`src/rtl/pulse_pkg.sv`:
```
// Shared constants and types for the three-channel low-power pulse generator.
package pulse_pkg;

  // Number of channels and widths of the phase counts, control registers and bus address.
  localparam int NUM_CH = 3;
  localparam int CNT_W = 16;
  localparam int CTL_W = 5;
  localparam int ADDR_W = 12;

  // Register indices as printed; the byte address is four times the index.
  localparam logic [7:0] IDX_HIGH0 = 8'h90;
  localparam logic [7:0] IDX_LOW0 = 8'h92;
  localparam logic [7:0] IDX_HIGH1 = 8'h94;
  localparam logic [7:0] IDX_LOW1 = 8'h96;
  localparam logic [7:0] IDX_HIGH2 = 8'h98;
  localparam logic [7:0] IDX_LOW2 = 8'h9A;
  localparam logic [7:0] IDX_CTRL0 = 8'hA4;
  localparam logic [7:0] IDX_CTRL1 = 8'hA5;
  localparam logic [7:0] IDX_CTRL2 = 8'hA6;
  localparam logic [7:0] IDX_STATUS = 8'hA7;
  localparam logic [7:0] IDX_RSTCTL = 8'h56;
  localparam logic [7:0] IDX_CLKCTL = 8'h57;

  // Field positions of a channel control register.
  localparam int CTL_START = 0;
  localparam int CTL_ROUTE = 1;
  localparam int CTL_SINGLE = 2;
  localparam int CTL_CRST = 3;
  localparam int CTL_INV = 4;

  // Field positions in the shared reset and clock controllers.
  localparam int RST_PWM_BIT = 6;
  localparam int CLK_PWM_BIT = 3;

  // Field positions in the status register.
  localparam int ST_RUN_LSB = 0;
  localparam int ST_DONE_LSB = 3;
  localparam int ST_LVL_LSB = 6;

  // Reset values.
  localparam logic [CNT_W-1:0] COUNT_RST = 16'h0000;
  localparam logic [CTL_W-1:0] CTRL_RST = 5'h00;
  localparam logic BLK_REL_RST = 1'b0;
  localparam logic CLK_EN_RST = 1'b0;

  // Phase of one channel's waveform.
  typedef enum logic [1:0] {
    PH_IDLE = 2'b00,
    PH_HIGH = 2'b01,
    PH_LOW = 2'b10,
    PH_DONE = 2'b11
  } phase_e;

endpackage

```
`src/rtl/low_power_domain_pwm.sv`:
```
// Three-channel low-power pulse generator with its APB register file.
//
// How it works
// - Three independent channels, each routable to a pad.
// - Sixteen-bit high count sets high cycles.
// - Sixteen-bit low count sets low cycles.
// - Control bit 0 runs or stops counter.
// - Control bit 1 connects waveform to pad.
// - Control bit 2 selects single period mode.
// - Control bit 3 holds counter in reset.
// - Control bit 4 inverts the output level.
// - Reset controller bit 6 releases the block.
module low_power_domain_pwm
  import pulse_pkg::*;
(
  // Clock and reset.
  input wire logic i_clk,
  input wire logic i_rst_n,
  // APB slave.
  input wire logic i_psel,
  input wire logic i_penable,
  input wire logic i_pwrite,
  input wire logic [ADDR_W-1:0] i_paddr,
  input wire logic [31:0] i_pwdata,
  input wire logic [3:0] i_pstrb,
  output logic [31:0] o_prdata,
  output logic o_pready,
  output logic o_pslverr,
  // Pad side, one bit per channel.
  output logic [NUM_CH-1:0] o_pulse_level,
  output logic [NUM_CH-1:0] o_pulse_oe_n
);

  // Register map, as byte addresses; each register takes one aligned word.
  // The high count of channel 0 sits at 0x240 and its low count at 0x248.
  // Channel 1 uses 0x250 and 0x258, and channel 2 uses 0x260 and 0x268.
  // The channel controls sit at 0x290, 0x294 and 0x298.
  // The status word sits at 0x29C and is read only; writes to it are ignored.
  // The shared reset controller sits at 0x158 and the clock controller at 0x15C.
  // Addresses outside this map, or not word aligned, answer with an error.
  // Only the low bits of each word are implemented; the rest read as zero.

  // High-phase counts, one per channel.
  logic [CNT_W-1:0] high_count [NUM_CH];
  // Low-phase counts, one per channel.
  logic [CNT_W-1:0] low_count [NUM_CH];
  // Channel control bits; bits 7:5 are reserved and read zero.
  logic [CTL_W-1:0] control [NUM_CH];
  // Block reset release, taken from the shared reset controller.
  logic blk_release;
  // Block clock enable, taken from the shared clock controller.
  logic blk_clk_en;

  // Phase and raw wave from each sequencer.
  phase_e phase [NUM_CH];
  logic [NUM_CH-1:0] wave;
  // Hold request into each sequencer.
  logic [NUM_CH-1:0] hold;

  // Bus decode of the current request.
  logic [7:0] req_idx;
  logic req_hit;
  logic setup_cyc;
  logic access_cyc;
  logic wr_take;
  logic [31:0] rd_value;

  // Checks a byte address for word alignment and range, flagging misaligned or
  // out-of-range addresses as a miss.
  function automatic logic addr_ok(input logic [ADDR_W-1:0] a);
    addr_ok = (a[1:0] == 2'b00) && (a[ADDR_W-1:10] == '0);
  endfunction

  // Merges write data into a 16-bit register under the byte strobes.
  function automatic logic [15:0] merge16(input logic [15:0] old,
                                          input logic [31:0] d,
                                          input logic [3:0] s);
    merge16[7:0] = s[0] ? d[7:0] : old[7:0];
    merge16[15:8] = s[1] ? d[15:8] : old[15:8];
  endfunction

  // Tells whether an index belongs to the register map.
  function automatic logic idx_mapped(input logic [7:0] i);
    case (i)
      IDX_HIGH0, IDX_LOW0, IDX_HIGH1, IDX_LOW1, IDX_HIGH2, IDX_LOW2,
      IDX_CTRL0, IDX_CTRL1, IDX_CTRL2, IDX_STATUS, IDX_RSTCTL,
      IDX_CLKCTL: begin
        idx_mapped = 1'b1;
      end
      default: begin
        idx_mapped = 1'b0;
      end
    endcase
  endfunction

  // The index sits in address bits 9:2.
  assign req_idx = i_paddr[9:2];
  assign req_hit = addr_ok(i_paddr) && idx_mapped(req_idx);

  // A setup cycle arms the answer for the following access cycle.
  assign setup_cyc = i_psel && !i_penable;
  // The access completes on the edge where our ready is high.
  assign access_cyc = i_psel && i_penable && o_pready;
  // Writes take effect only on that completing edge.
  assign wr_take = access_cyc && i_pwrite && req_hit;

  // Transfer timing, seen from the bus: the setup edge arms ready, read
  // data and error for the next cycle, so every transfer takes exactly one
  // access cycle and no wait states are ever inserted. The answer stands
  // for that one cycle only and is cleared afterwards, which keeps the
  // read data bus at zero between transfers.
  // Ready rises for exactly the first access cycle, giving one wait-free
  // access phase; the registered answer keeps o_prdata off a long
  // combinational path at the cost of one setup cycle of latency.
  always_ff @(posedge i_clk) begin
    if (!i_rst_n) begin
      o_pready <= 1'b0;
    end else begin
      o_pready <= setup_cyc;
    end
  end

  // Unmapped or misaligned addresses answer with an error.
  always_ff @(posedge i_clk) begin
    if (!i_rst_n) begin
      o_pslverr <= 1'b0;
    end else begin
      o_pslverr <= setup_cyc && !req_hit;
    end
  end

  // Read data is captured at setup and cleared afterwards.
  always_ff @(posedge i_clk) begin
    if (!i_rst_n) begin
      o_prdata <= 32'h00000000;
    end else if (setup_cyc && !i_pwrite && req_hit) begin
      o_prdata <= rd_value;
    end else begin
      o_prdata <= 32'h00000000;
    end
  end

  // Status word layout: bits 2:0 show which channels are in a high or low
  // phase, bits 5:3 show which channels have finished a single period, and
  // bits 8:6 mirror the pad levels. Reading it has no side effect, so
  // software may poll it as often as it likes.
  // Read multiplexer; narrow registers sit in the low bits.
  always_comb begin
    rd_value = 32'h00000000;
    case (req_idx)
      IDX_HIGH0: begin
        rd_value[CNT_W-1:0] = high_count[0];
      end
      IDX_LOW0: begin
        rd_value[CNT_W-1:0] = low_count[0];
      end
      IDX_HIGH1: begin
        rd_value[CNT_W-1:0] = high_count[1];
      end
      IDX_LOW1: begin
        rd_value[CNT_W-1:0] = low_count[1];
      end
      IDX_HIGH2: begin
        rd_value[CNT_W-1:0] = high_count[2];
      end
      IDX_LOW2: begin
        rd_value[CNT_W-1:0] = low_count[2];
      end
      IDX_CTRL0: begin
        rd_value[CTL_W-1:0] = control[0];
      end
      IDX_CTRL1: begin
        rd_value[CTL_W-1:0] = control[1];
      end
      IDX_CTRL2: begin
        rd_value[CTL_W-1:0] = control[2];
      end
      IDX_RSTCTL: begin
        rd_value[RST_PWM_BIT] = blk_release;
      end
      IDX_CLKCTL: begin
        rd_value[CLK_PWM_BIT] = blk_clk_en;
      end
      IDX_STATUS: begin
        // Live channel state, so software can see a single period end.
        for (int c = 0; c < NUM_CH; c++) begin
          rd_value[ST_RUN_LSB + c] = (phase[c] == PH_HIGH) ||
                                     (phase[c] == PH_LOW);
          rd_value[ST_DONE_LSB + c] = (phase[c] == PH_DONE);
          rd_value[ST_LVL_LSB + c] = o_pulse_level[c];
        end
      end
      default: begin
        rd_value = 32'h00000000;
      end
    endcase
  end

  // A count may be rewritten while its channel runs; the new value is used
  // from the next compare, with no shadow copy, which saves a register set
  // at the cost of one odd period around the change.
  // High-phase count registers.
  always_ff @(posedge i_clk) begin
    if (!i_rst_n) begin
      for (int c = 0; c < NUM_CH; c++) begin
        high_count[c] <= COUNT_RST;
      end
    end else if (wr_take) begin
      // Channel n lives at the base index plus four times n.
      for (int c = 0; c < NUM_CH; c++) begin
        if (req_idx == IDX_HIGH0 + 8'(4 * c)) begin
          high_count[c] <= merge16(high_count[c], i_pwdata, i_pstrb);
        end
      end
    end
  end

  // Low-phase count registers.
  always_ff @(posedge i_clk) begin
    if (!i_rst_n) begin
      for (int c = 0; c < NUM_CH; c++) begin
        low_count[c] <= COUNT_RST;
      end
    end else if (wr_take) begin
      for (int c = 0; c < NUM_CH; c++) begin
        if (req_idx == IDX_LOW0 + 8'(4 * c)) begin
          low_count[c] <= merge16(low_count[c], i_pwdata, i_pstrb);
        end
      end
    end
  end

  // Bits 7:5 of a control write are dropped, since the register only
  // holds the five defined bits.
  // Channel control registers; only byte lane 0 carries them.
  always_ff @(posedge i_clk) begin
    if (!i_rst_n) begin
      for (int c = 0; c < NUM_CH; c++) begin
        control[c] <= CTRL_RST;
      end
    end else if (wr_take && i_pstrb[0]) begin
      for (int c = 0; c < NUM_CH; c++) begin
        if (req_idx == IDX_CTRL0 + 8'(c)) begin
          control[c] <= i_pwdata[CTL_W-1:0];
        end
      end
    end
  end

  // These two bits stand for this block's share of the shared controllers;
  // the other bits of those words belong to other blocks and read as zero.
  // Block reset release bit; the block starts held in reset.
  always_ff @(posedge i_clk) begin
    if (!i_rst_n) begin
      blk_release <= BLK_REL_RST;
    end else if (wr_take && i_pstrb[0] && req_idx == IDX_RSTCTL) begin
      blk_release <= i_pwdata[RST_PWM_BIT];
    end
  end

  // Block clock enable bit; the block starts with its clock stopped.
  always_ff @(posedge i_clk) begin
    if (!i_rst_n) begin
      blk_clk_en <= CLK_EN_RST;
    end else if (wr_take && i_pstrb[0] && req_idx == IDX_CLKCTL) begin
      blk_clk_en <= i_pwdata[CLK_PWM_BIT];
    end
  end

  // A channel is held idle while the block is in reset, while it is
  // stopped, or while its own counter reset is set. Stopping also
  // restarts the period from the top on the next start.
  // The hold is combinational into the sequencer, which registers it, so a
  // stop takes effect one cycle after the write that requests it.
  always_comb begin
    for (int c = 0; c < NUM_CH; c++) begin
      hold[c] = !blk_release
             || !control[c][CTL_START]
             || control[c][CTL_CRST];
    end
  end

  // Timing of a channel: the edge that writes the last enabling bit is
  // followed by one idle cycle, then the high phase and the low phase. The
  // pad level is registered once more below, so it lags the sequencer by a
  // cycle. A zero-length phase is skipped, and a channel with both counts
  // at zero stays low. A count that shrinks while a channel runs ends the
  // current phase at the next compare, rather than letting the counter
  // wrap all the way round.
  // One sequencer per channel; the gated clock is modelled as an advance
  // enable so that a stopped clock freezes the phase without a real gate.
  generate
    for (genvar g = 0; g < NUM_CH; g++) begin : g_ch
      pulse_phase_counter #(
        .W(CNT_W)
      ) u_seq (
        .i_clk(i_clk),
        .i_rst_n(i_rst_n),
        .i_tick(blk_clk_en),
        .i_hold(hold[g]),
        .i_single(control[g][CTL_SINGLE]),
        .i_high(high_count[g]),
        .i_low(low_count[g]),
        .o_wave(wave[g]),
        .o_phase(phase[g])
      );
    end
  endgenerate

  // Pad level: raw wave, flipped by the invert bit. A held channel's raw
  // wave is low, so an inverted idle channel rests high.
  always_ff @(posedge i_clk) begin
    if (!i_rst_n) begin
      o_pulse_level <= '0;
    end else begin
      for (int c = 0; c < NUM_CH; c++) begin
        o_pulse_level[c] <= wave[c] ^ control[c][CTL_INV];
      end
    end
  end

  // Pad route: enable is active low and follows the route bit; the IO
  // multiplexer outside picks which of its eight pads is used.
  // The pad enable does not depend on the block reset or the clock gate,
  // so a routed pad keeps driving while the block sleeps: its resting level in block reset, its frozen level while the clock is gated.
  always_ff @(posedge i_clk) begin
    if (!i_rst_n) begin
      o_pulse_oe_n <= '1;
    end else begin
      for (int c = 0; c < NUM_CH; c++) begin
        o_pulse_oe_n[c] <= !control[c][CTL_ROUTE];
      end
    end
  end

  // Software must keep a counter reset set for at least two slow-clock
  // cycles; this logic clears on any edge and does not depend on that.
  // A shorter pulse is harmless here, but software should not rely on it
  // where the counter runs from a genuinely slow clock.

endmodule

```
`src/rtl/pulse_phase_counter.sv`:
```
// One channel's phase sequencer: high phase, low phase, repeat or finish.
module pulse_phase_counter
  import pulse_pkg::*;
#(
  parameter int W = CNT_W
) (
  // Clock and reset.
  input wire logic i_clk,
  input wire logic i_rst_n,
  // Control.
  input wire logic i_tick,
  input wire logic i_hold,
  input wire logic i_single,
  input wire logic [W-1:0] i_high,
  input wire logic [W-1:0] i_low,
  // State.
  output logic o_wave,
  output phase_e o_phase
);

  // Cycles spent so far in the current phase.
  logic [W-1:0] cnt;
  phase_e phase;

  // Phase that opens a period; an empty high phase is skipped.
  function automatic phase_e first_phase(input logic [W-1:0] h, input logic [W-1:0] l);
    if (h != '0) begin
      first_phase = PH_HIGH;
    end else if (l != '0) begin
      first_phase = PH_LOW;
    end else begin
      first_phase = PH_IDLE;
    end
  endfunction

  // True on the last cycle of a phase of the given length.
  function automatic logic last_cycle(input logic [W-1:0] c, input logic [W-1:0] len);
    last_cycle = ({1'b0, c} + 1'b1) >= {1'b0, len};
  endfunction

  // Sequencer; a held channel rests idle with its counter cleared.
  always_ff @(posedge i_clk) begin
    if (!i_rst_n || i_hold) begin
      phase <= PH_IDLE;
      cnt <= '0;
    end else if (i_tick) begin
      case (phase)
        PH_IDLE: begin
          cnt <= '0;
          phase <= first_phase(i_high, i_low);
        end
        PH_HIGH: begin
          if (last_cycle(cnt, i_high)) begin
            cnt <= '0;
            if (i_low != '0) begin
              phase <= PH_LOW;
            end else if (i_single) begin
              phase <= PH_DONE;
            end else begin
              phase <= first_phase(i_high, i_low);
            end
          end else begin
            cnt <= cnt + 1'b1;
          end
        end
        PH_LOW: begin
          if (last_cycle(cnt, i_low)) begin
            cnt <= '0;
            if (i_single) begin
              phase <= PH_DONE;
            end else begin
              phase <= first_phase(i_high, i_low);
            end
          end else begin
            cnt <= cnt + 1'b1;
          end
        end
        PH_DONE: begin
          cnt <= '0;
        end
        default: begin
          phase <= PH_IDLE;
          cnt <= '0;
        end
      endcase
    end
  end

  // Raw waveform is high only in the high phase.
  assign o_wave = (phase == PH_HIGH);
  assign o_phase = phase;

endmodule

```
`config.mk`:
```
export PLATFORM = sky130hd
export DESIGN_NAME = low_power_domain_pwm
export DESIGN_NICKNAME = d
export VERILOG_FILES = /design/src/rtl/pulse_pkg.sv /design/src/rtl/low_power_domain_pwm.sv /design/src/rtl/pulse_phase_counter.sv
export SDC_FILE = /design/constraint.sdc
export NUM_CORES = 1
export LEC_CHECK = 0
export ABC_AREA = 1
export BUFFER_PORTS_ARGS = -buffer_cell sky130_fd_sc_hd__buf_2
export CORE_UTILIZATION = 45
export CTS_CLUSTER_SIZE = 28
export DETAILED_ROUTE_END_ITERATION = 16
export HOLD_SLACK_MARGIN = 0.08
export PLACE_DENSITY = 0.65
export SLEW_MARGIN = 40
export SYNTH_ARGS = -nofsm -noshare
export SYNTH_HDL_FRONTEND = slang
export SYNTH_SLANG_ARGS = --single-unit
```
`constraint.sdc`:
```
create_clock -name i_clk -period 2.8 [get_ports i_clk]
set_input_delay 0.14 -clock i_clk [delete_from_list [all_inputs] [get_ports i_clk]]
set_output_delay 0.14 -clock i_clk [all_outputs]
set_load 0.01 [all_outputs]
```
==> metrics.log <==
INFO  metric overflow = 0
INFO  metric yosysTopAreaCell = edfxtp_1
INFO  metric buffer_ports.inserted = 58
INFO  metric ys_seq_area_frac = 0.416
INFO  metric fin_nets = between 1500 and 2000
INFO  metric post_synth_inst_count = about 1500
INFO  metric static-leakage-power = 7.05 nW
INFO  metric timing.critical_path.fanout_max = 8
INFO  metric yosysUniqueCellTypes = 51
INFO  metric worst_setup_path_start_kind = flop
INFO  metric clk_root_buffer_cell = clkbuf_16
INFO  metric post_synth_fa_ha_maj_area_fraction = 0.115
INFO  metric synth-warning-count = 0
INFO  metric tritoncts_clock_tree = done
INFO  metric drcViolationCount = 0
INFO  metric clk_latency = 0.45 ns
INFO  metric setup.worst_path.class = reg2reg
INFO  metric dp_hpwl = 28.1 mm
INFO  metric cts_num_sinks = between 150 and 200
INFO  metric clk_pin_slew_worst_paths = ~0.08 ns
INFO  metric timing.final.ws_setup = -0.251 ns
INFO  metric detailedRoute.firstIterationViolations = 1359
INFO  metric place_ws = -0.368 ns
INFO  metric timing_worst_slew_pin_value = 0.757 ns
INFO  metric yosys_register_bits = 191
INFO  metric async_flop_share = 0
INFO  metric ant_nets = 0
INFO  metric skew = 0.0172 ns
INFO  metric n_fill_cell = 2220
INFO  metric timing.critical_path.arrival = between 3 and 4 ns
INFO  metric syn_area = 0.0119 mm^2
INFO  metric cp_num_buf_inv = 4
INFO  metric synth.area.top_cells = edfxtp_1, dfxtp_1, ha_1, nand2_1, inv_1
INFO  metric critPathSlowestCell = dfxtp_4
INFO  metric simple_logic_cell_fraction_of_the_synthesized_area = 0.240
INFO  metric share_of_layout_cells_above_drive_strength_1 = 0.296
INFO  metric layout_commonest_cell = inv_1
INFO  metric fin_setup_tns = -9.24 ns
INFO  metric gpl.final_weighted_congestion = 0.964
INFO  metric timing.critical_path.required = 3.11 ns
INFO  metric num_antenna_cells = 0
INFO  metric placementRows = 59
INFO  metric clk_path_buf_depth = 2
INFO  metric grt_antenna_before_repair = 0
INFO  metric coreArea = 0.0260 mm^2
INFO  metric synthMuxAreaShare = 0
INFO  metric first_pass_grt_wire_length = around 58 mm
INFO  metric numCtsBuffers = 17
INFO  metric synth-compound-area-share = 0.101
INFO  metric max_clk_rate = 0.328 GHz
INFO  metric setup_viol = 54
INFO  metric routed_wl = 39.1 mm
INFO  metric cell_by_cell_trace_of_the_critical_path = ha_4 > nand2_4 > nor2_4 > nand3_4 > nor2_4 > nand3_2 > nor2_4 > buf_6 > nand3_4 > xor2_2 > inv_2 > ha_4 > nand2_2 > inv_2 > nand3_2 > nor3_4 > a211oi_2 > nand2_4 > buf_12 > nand2_8 > nand2_2 > a21oi_2
INFO  metric final_hold_viol_count = 0
INFO  metric detailedRoute.firstPassIterationCount = 7
INFO  metric combinational_family_with_the_most_area_after_synthesis = simple AND/OR/NAND/NOR gates
INFO  metric synth_edf_count = ~110
INFO  metric synth_largest_type_area_fraction = 0.281
INFO  metric timing.slew.headroom = 0.494
INFO  metric start_util = 0.456
INFO  metric postSynthAreaPerCell = 7.89 um^2
INFO  metric synthXorXnorAreaFrac = 0.0222
INFO  metric viasPerCell = 5.50
INFO  metric detailroute.via_count = 11400
INFO  metric setup.worst_path.end_class = flop
INFO  metric vdd_drop_max = 349 uV
INFO  metric period_needed = a little over 3 ns
INFO  metric postPlaceCellArea = 0.0132 mm^2
INFO  metric top_level_ports = 93
INFO  metric layout_worst_path_cycle_share = 1.09
INFO  metric critical_path.most_common_cell = nor2_4
INFO  metric power-per-cell-area = 378 mW/mm^2
INFO  metric die_outline_area = 0.0270 mm^2
INFO  metric min_path_type = in2reg
INFO  metric violations = setup timing
INFO  metric cap_violations = 0
INFO  metric die_h = 164 um
INFO  metric post_drt_wl_per_cell = 18.9 um
INFO  metric outcome = finished, violations left
INFO  metric worst_path_dominant_cell_family = simple AND/OR/NAND/NOR gates
INFO  metric htreeDepth = 4
INFO  metric total_power = 5.92 mW
INFO  metric synthFlopType = edfxtp_1
INFO  metric finalHoldWorstSlack = 0.0920 ns
INFO  metric finalMaxSlewViolations = 0
INFO  metric first_global_vias = 10400
INFO  metric grt_util_all_layers = 0.286
INFO  metric die_width = 164 um
INFO  metric delay_of_the_slowest_cell_on_the_worst_path = 0.38 ns
INFO  metric grt_setup_unrepaired = yes
INFO  metric stdcell_area = 0.0157 mm^2
INFO  metric final_cell_mix = inv_1, nand2_1, nor2_1
INFO  metric largest_net_degree_at_the_start_of_global_routing = 42
INFO  metric area_delta_synth_final = 32.2%
[path summary, 6_finish.rpt]
path	start	to	slack (ns)	depth (start not counted)
setup reg to reg	g_ch[0].u_seq.cnt[1]	g_ch[0].u_seq.cnt[5]	-0.25	22
setup / recovery	g_ch[0].u_seq.cnt[1]	g_ch[0].u_seq.cnt[5]	-0.25	22
hold / removal	i_pwdata[9]	high_count[0][25]	0.09	3
hold reg to reg	control[0][1]	o_pulse_oe_n[0]	0.45	1
[stage by stage]
step                      utilization  cells
after floorplan                     -   1517
after global placement          0.509   1971
after detailed placement        0.509   1971
after CTS                       0.572   2046
after global routing            0.603   2064
final                           0.603   2064
[synthesized netlist by cell type, types with 3 or more instances]
master,count
a21o_1,5
a21oi_1,98
a221oi_1,7
a31oi_1,9
buf_2,5
buf_4,16
clkbuf_1,16
dfxtp_1,80
edfxtp_1,111
ha_1,109
inv_1,261
inv_2,9
nand2_1,321
nand2_2,4
nand3_1,51
nand3b_1,3
nand4_1,40
nor2_1,170
nor2_2,13
nor3_1,18
nor3_2,4
nor4_1,15
o2111ai_1,4
o21a_1,4
o21ai_0,33
o22ai_1,28
o31ai_1,3
or2_2,6
xnor2_1,8
xor2_1,22
[worst register-to-register path: stages, from the launching register on]
cell      delay [ns]
dfxtp_4         0.38
ha_4            0.15
nand2_4         0.06
nor2_4          0.14
nand3_4         0.10
nor2_4          0.12
nand3_2         0.11
nor2_4          0.17
buf_6           0.12
nand3_4         0.06
xor2_2          0.20
inv_2           0.11
ha_4            0.29
nand2_2         0.05
inv_2           0.05
nand3_2         0.08
nor3_4          0.18
a211oi_2        0.10
nand2_4         0.10
buf_12          0.13
nand2_8         0.09
nand2_2         0.10
a21oi_2         0.04
[sequential cells by signal, indices dropped and copies added, names as in the netlist, 3 cells and up]
name and cells:
control 15, g_ch.u_seq.cnt 48, g_ch.u_seq.o_phase 6, high_count 48, low_count 48, o_prdata 16
o_pulse_level 3, o_pulse_oe_n 3
[layout make-up]
| class | instances | area, um^2 | share of cell area |
|---|---|---|---|
| Tap cell | 335 | 419 | 0.0267 |
| Sequential cell | 191 | 4960 | 0.316 |
| Multi-Input combinational cell | 1017 | 7050 | 0.450 |
| Clock inverter | 15 | 185 | 0.0118 |
| Timing Repair Buffer | 217 | 1610 | 0.102 |
| Clock buffer | 17 | 425 | 0.0271 |
| Inverter | 272 | 1030 | 0.0656 |
[what timing repair did]
| item | 4_1_cts | 5_1_grt |
|---|---|---|
| pin swaps | 45 | 88 |
| gates resized for setup | 139 | 161 |
| hold buffers | 12 | 0 |
| setup endpoints to repair | 54 | 54 |
| endpoints found under the hold margin | 18 | 0 |
| buffers inserted | 28 | 18 |
| gates cloned | 3 | 0 |
[per-layer routing]
| layer | vias to the layer above | global-route usage | part of all wire |
|---|---|---|---|
| met1 | 5305 | 0.391 | 0.41 |
| met4 | 0 | 0.112 | 0.038 |
| met2 | 585 | 0.451 | 0.46 |
| met3 | 107 | 0.0452 | 0.092 |
| met5 | - | 0 | 0 |
| li1 | 5353 | - | - |
[power breakdown]
group / switching (mW) / internal (mW)
registers: 0.0283 / 3.00
clock network: 1.34 / 1.23
logic: 0.220 / 0.108
[cell families after synthesis]
family / count (synthesis)
buf+inv: 311
other cells: 1
fa+ha+maj: 109
flops: 191
simple gates: 655
xor+xnor: 30
compound gates: 205
(Power assumes the default switching activity.)
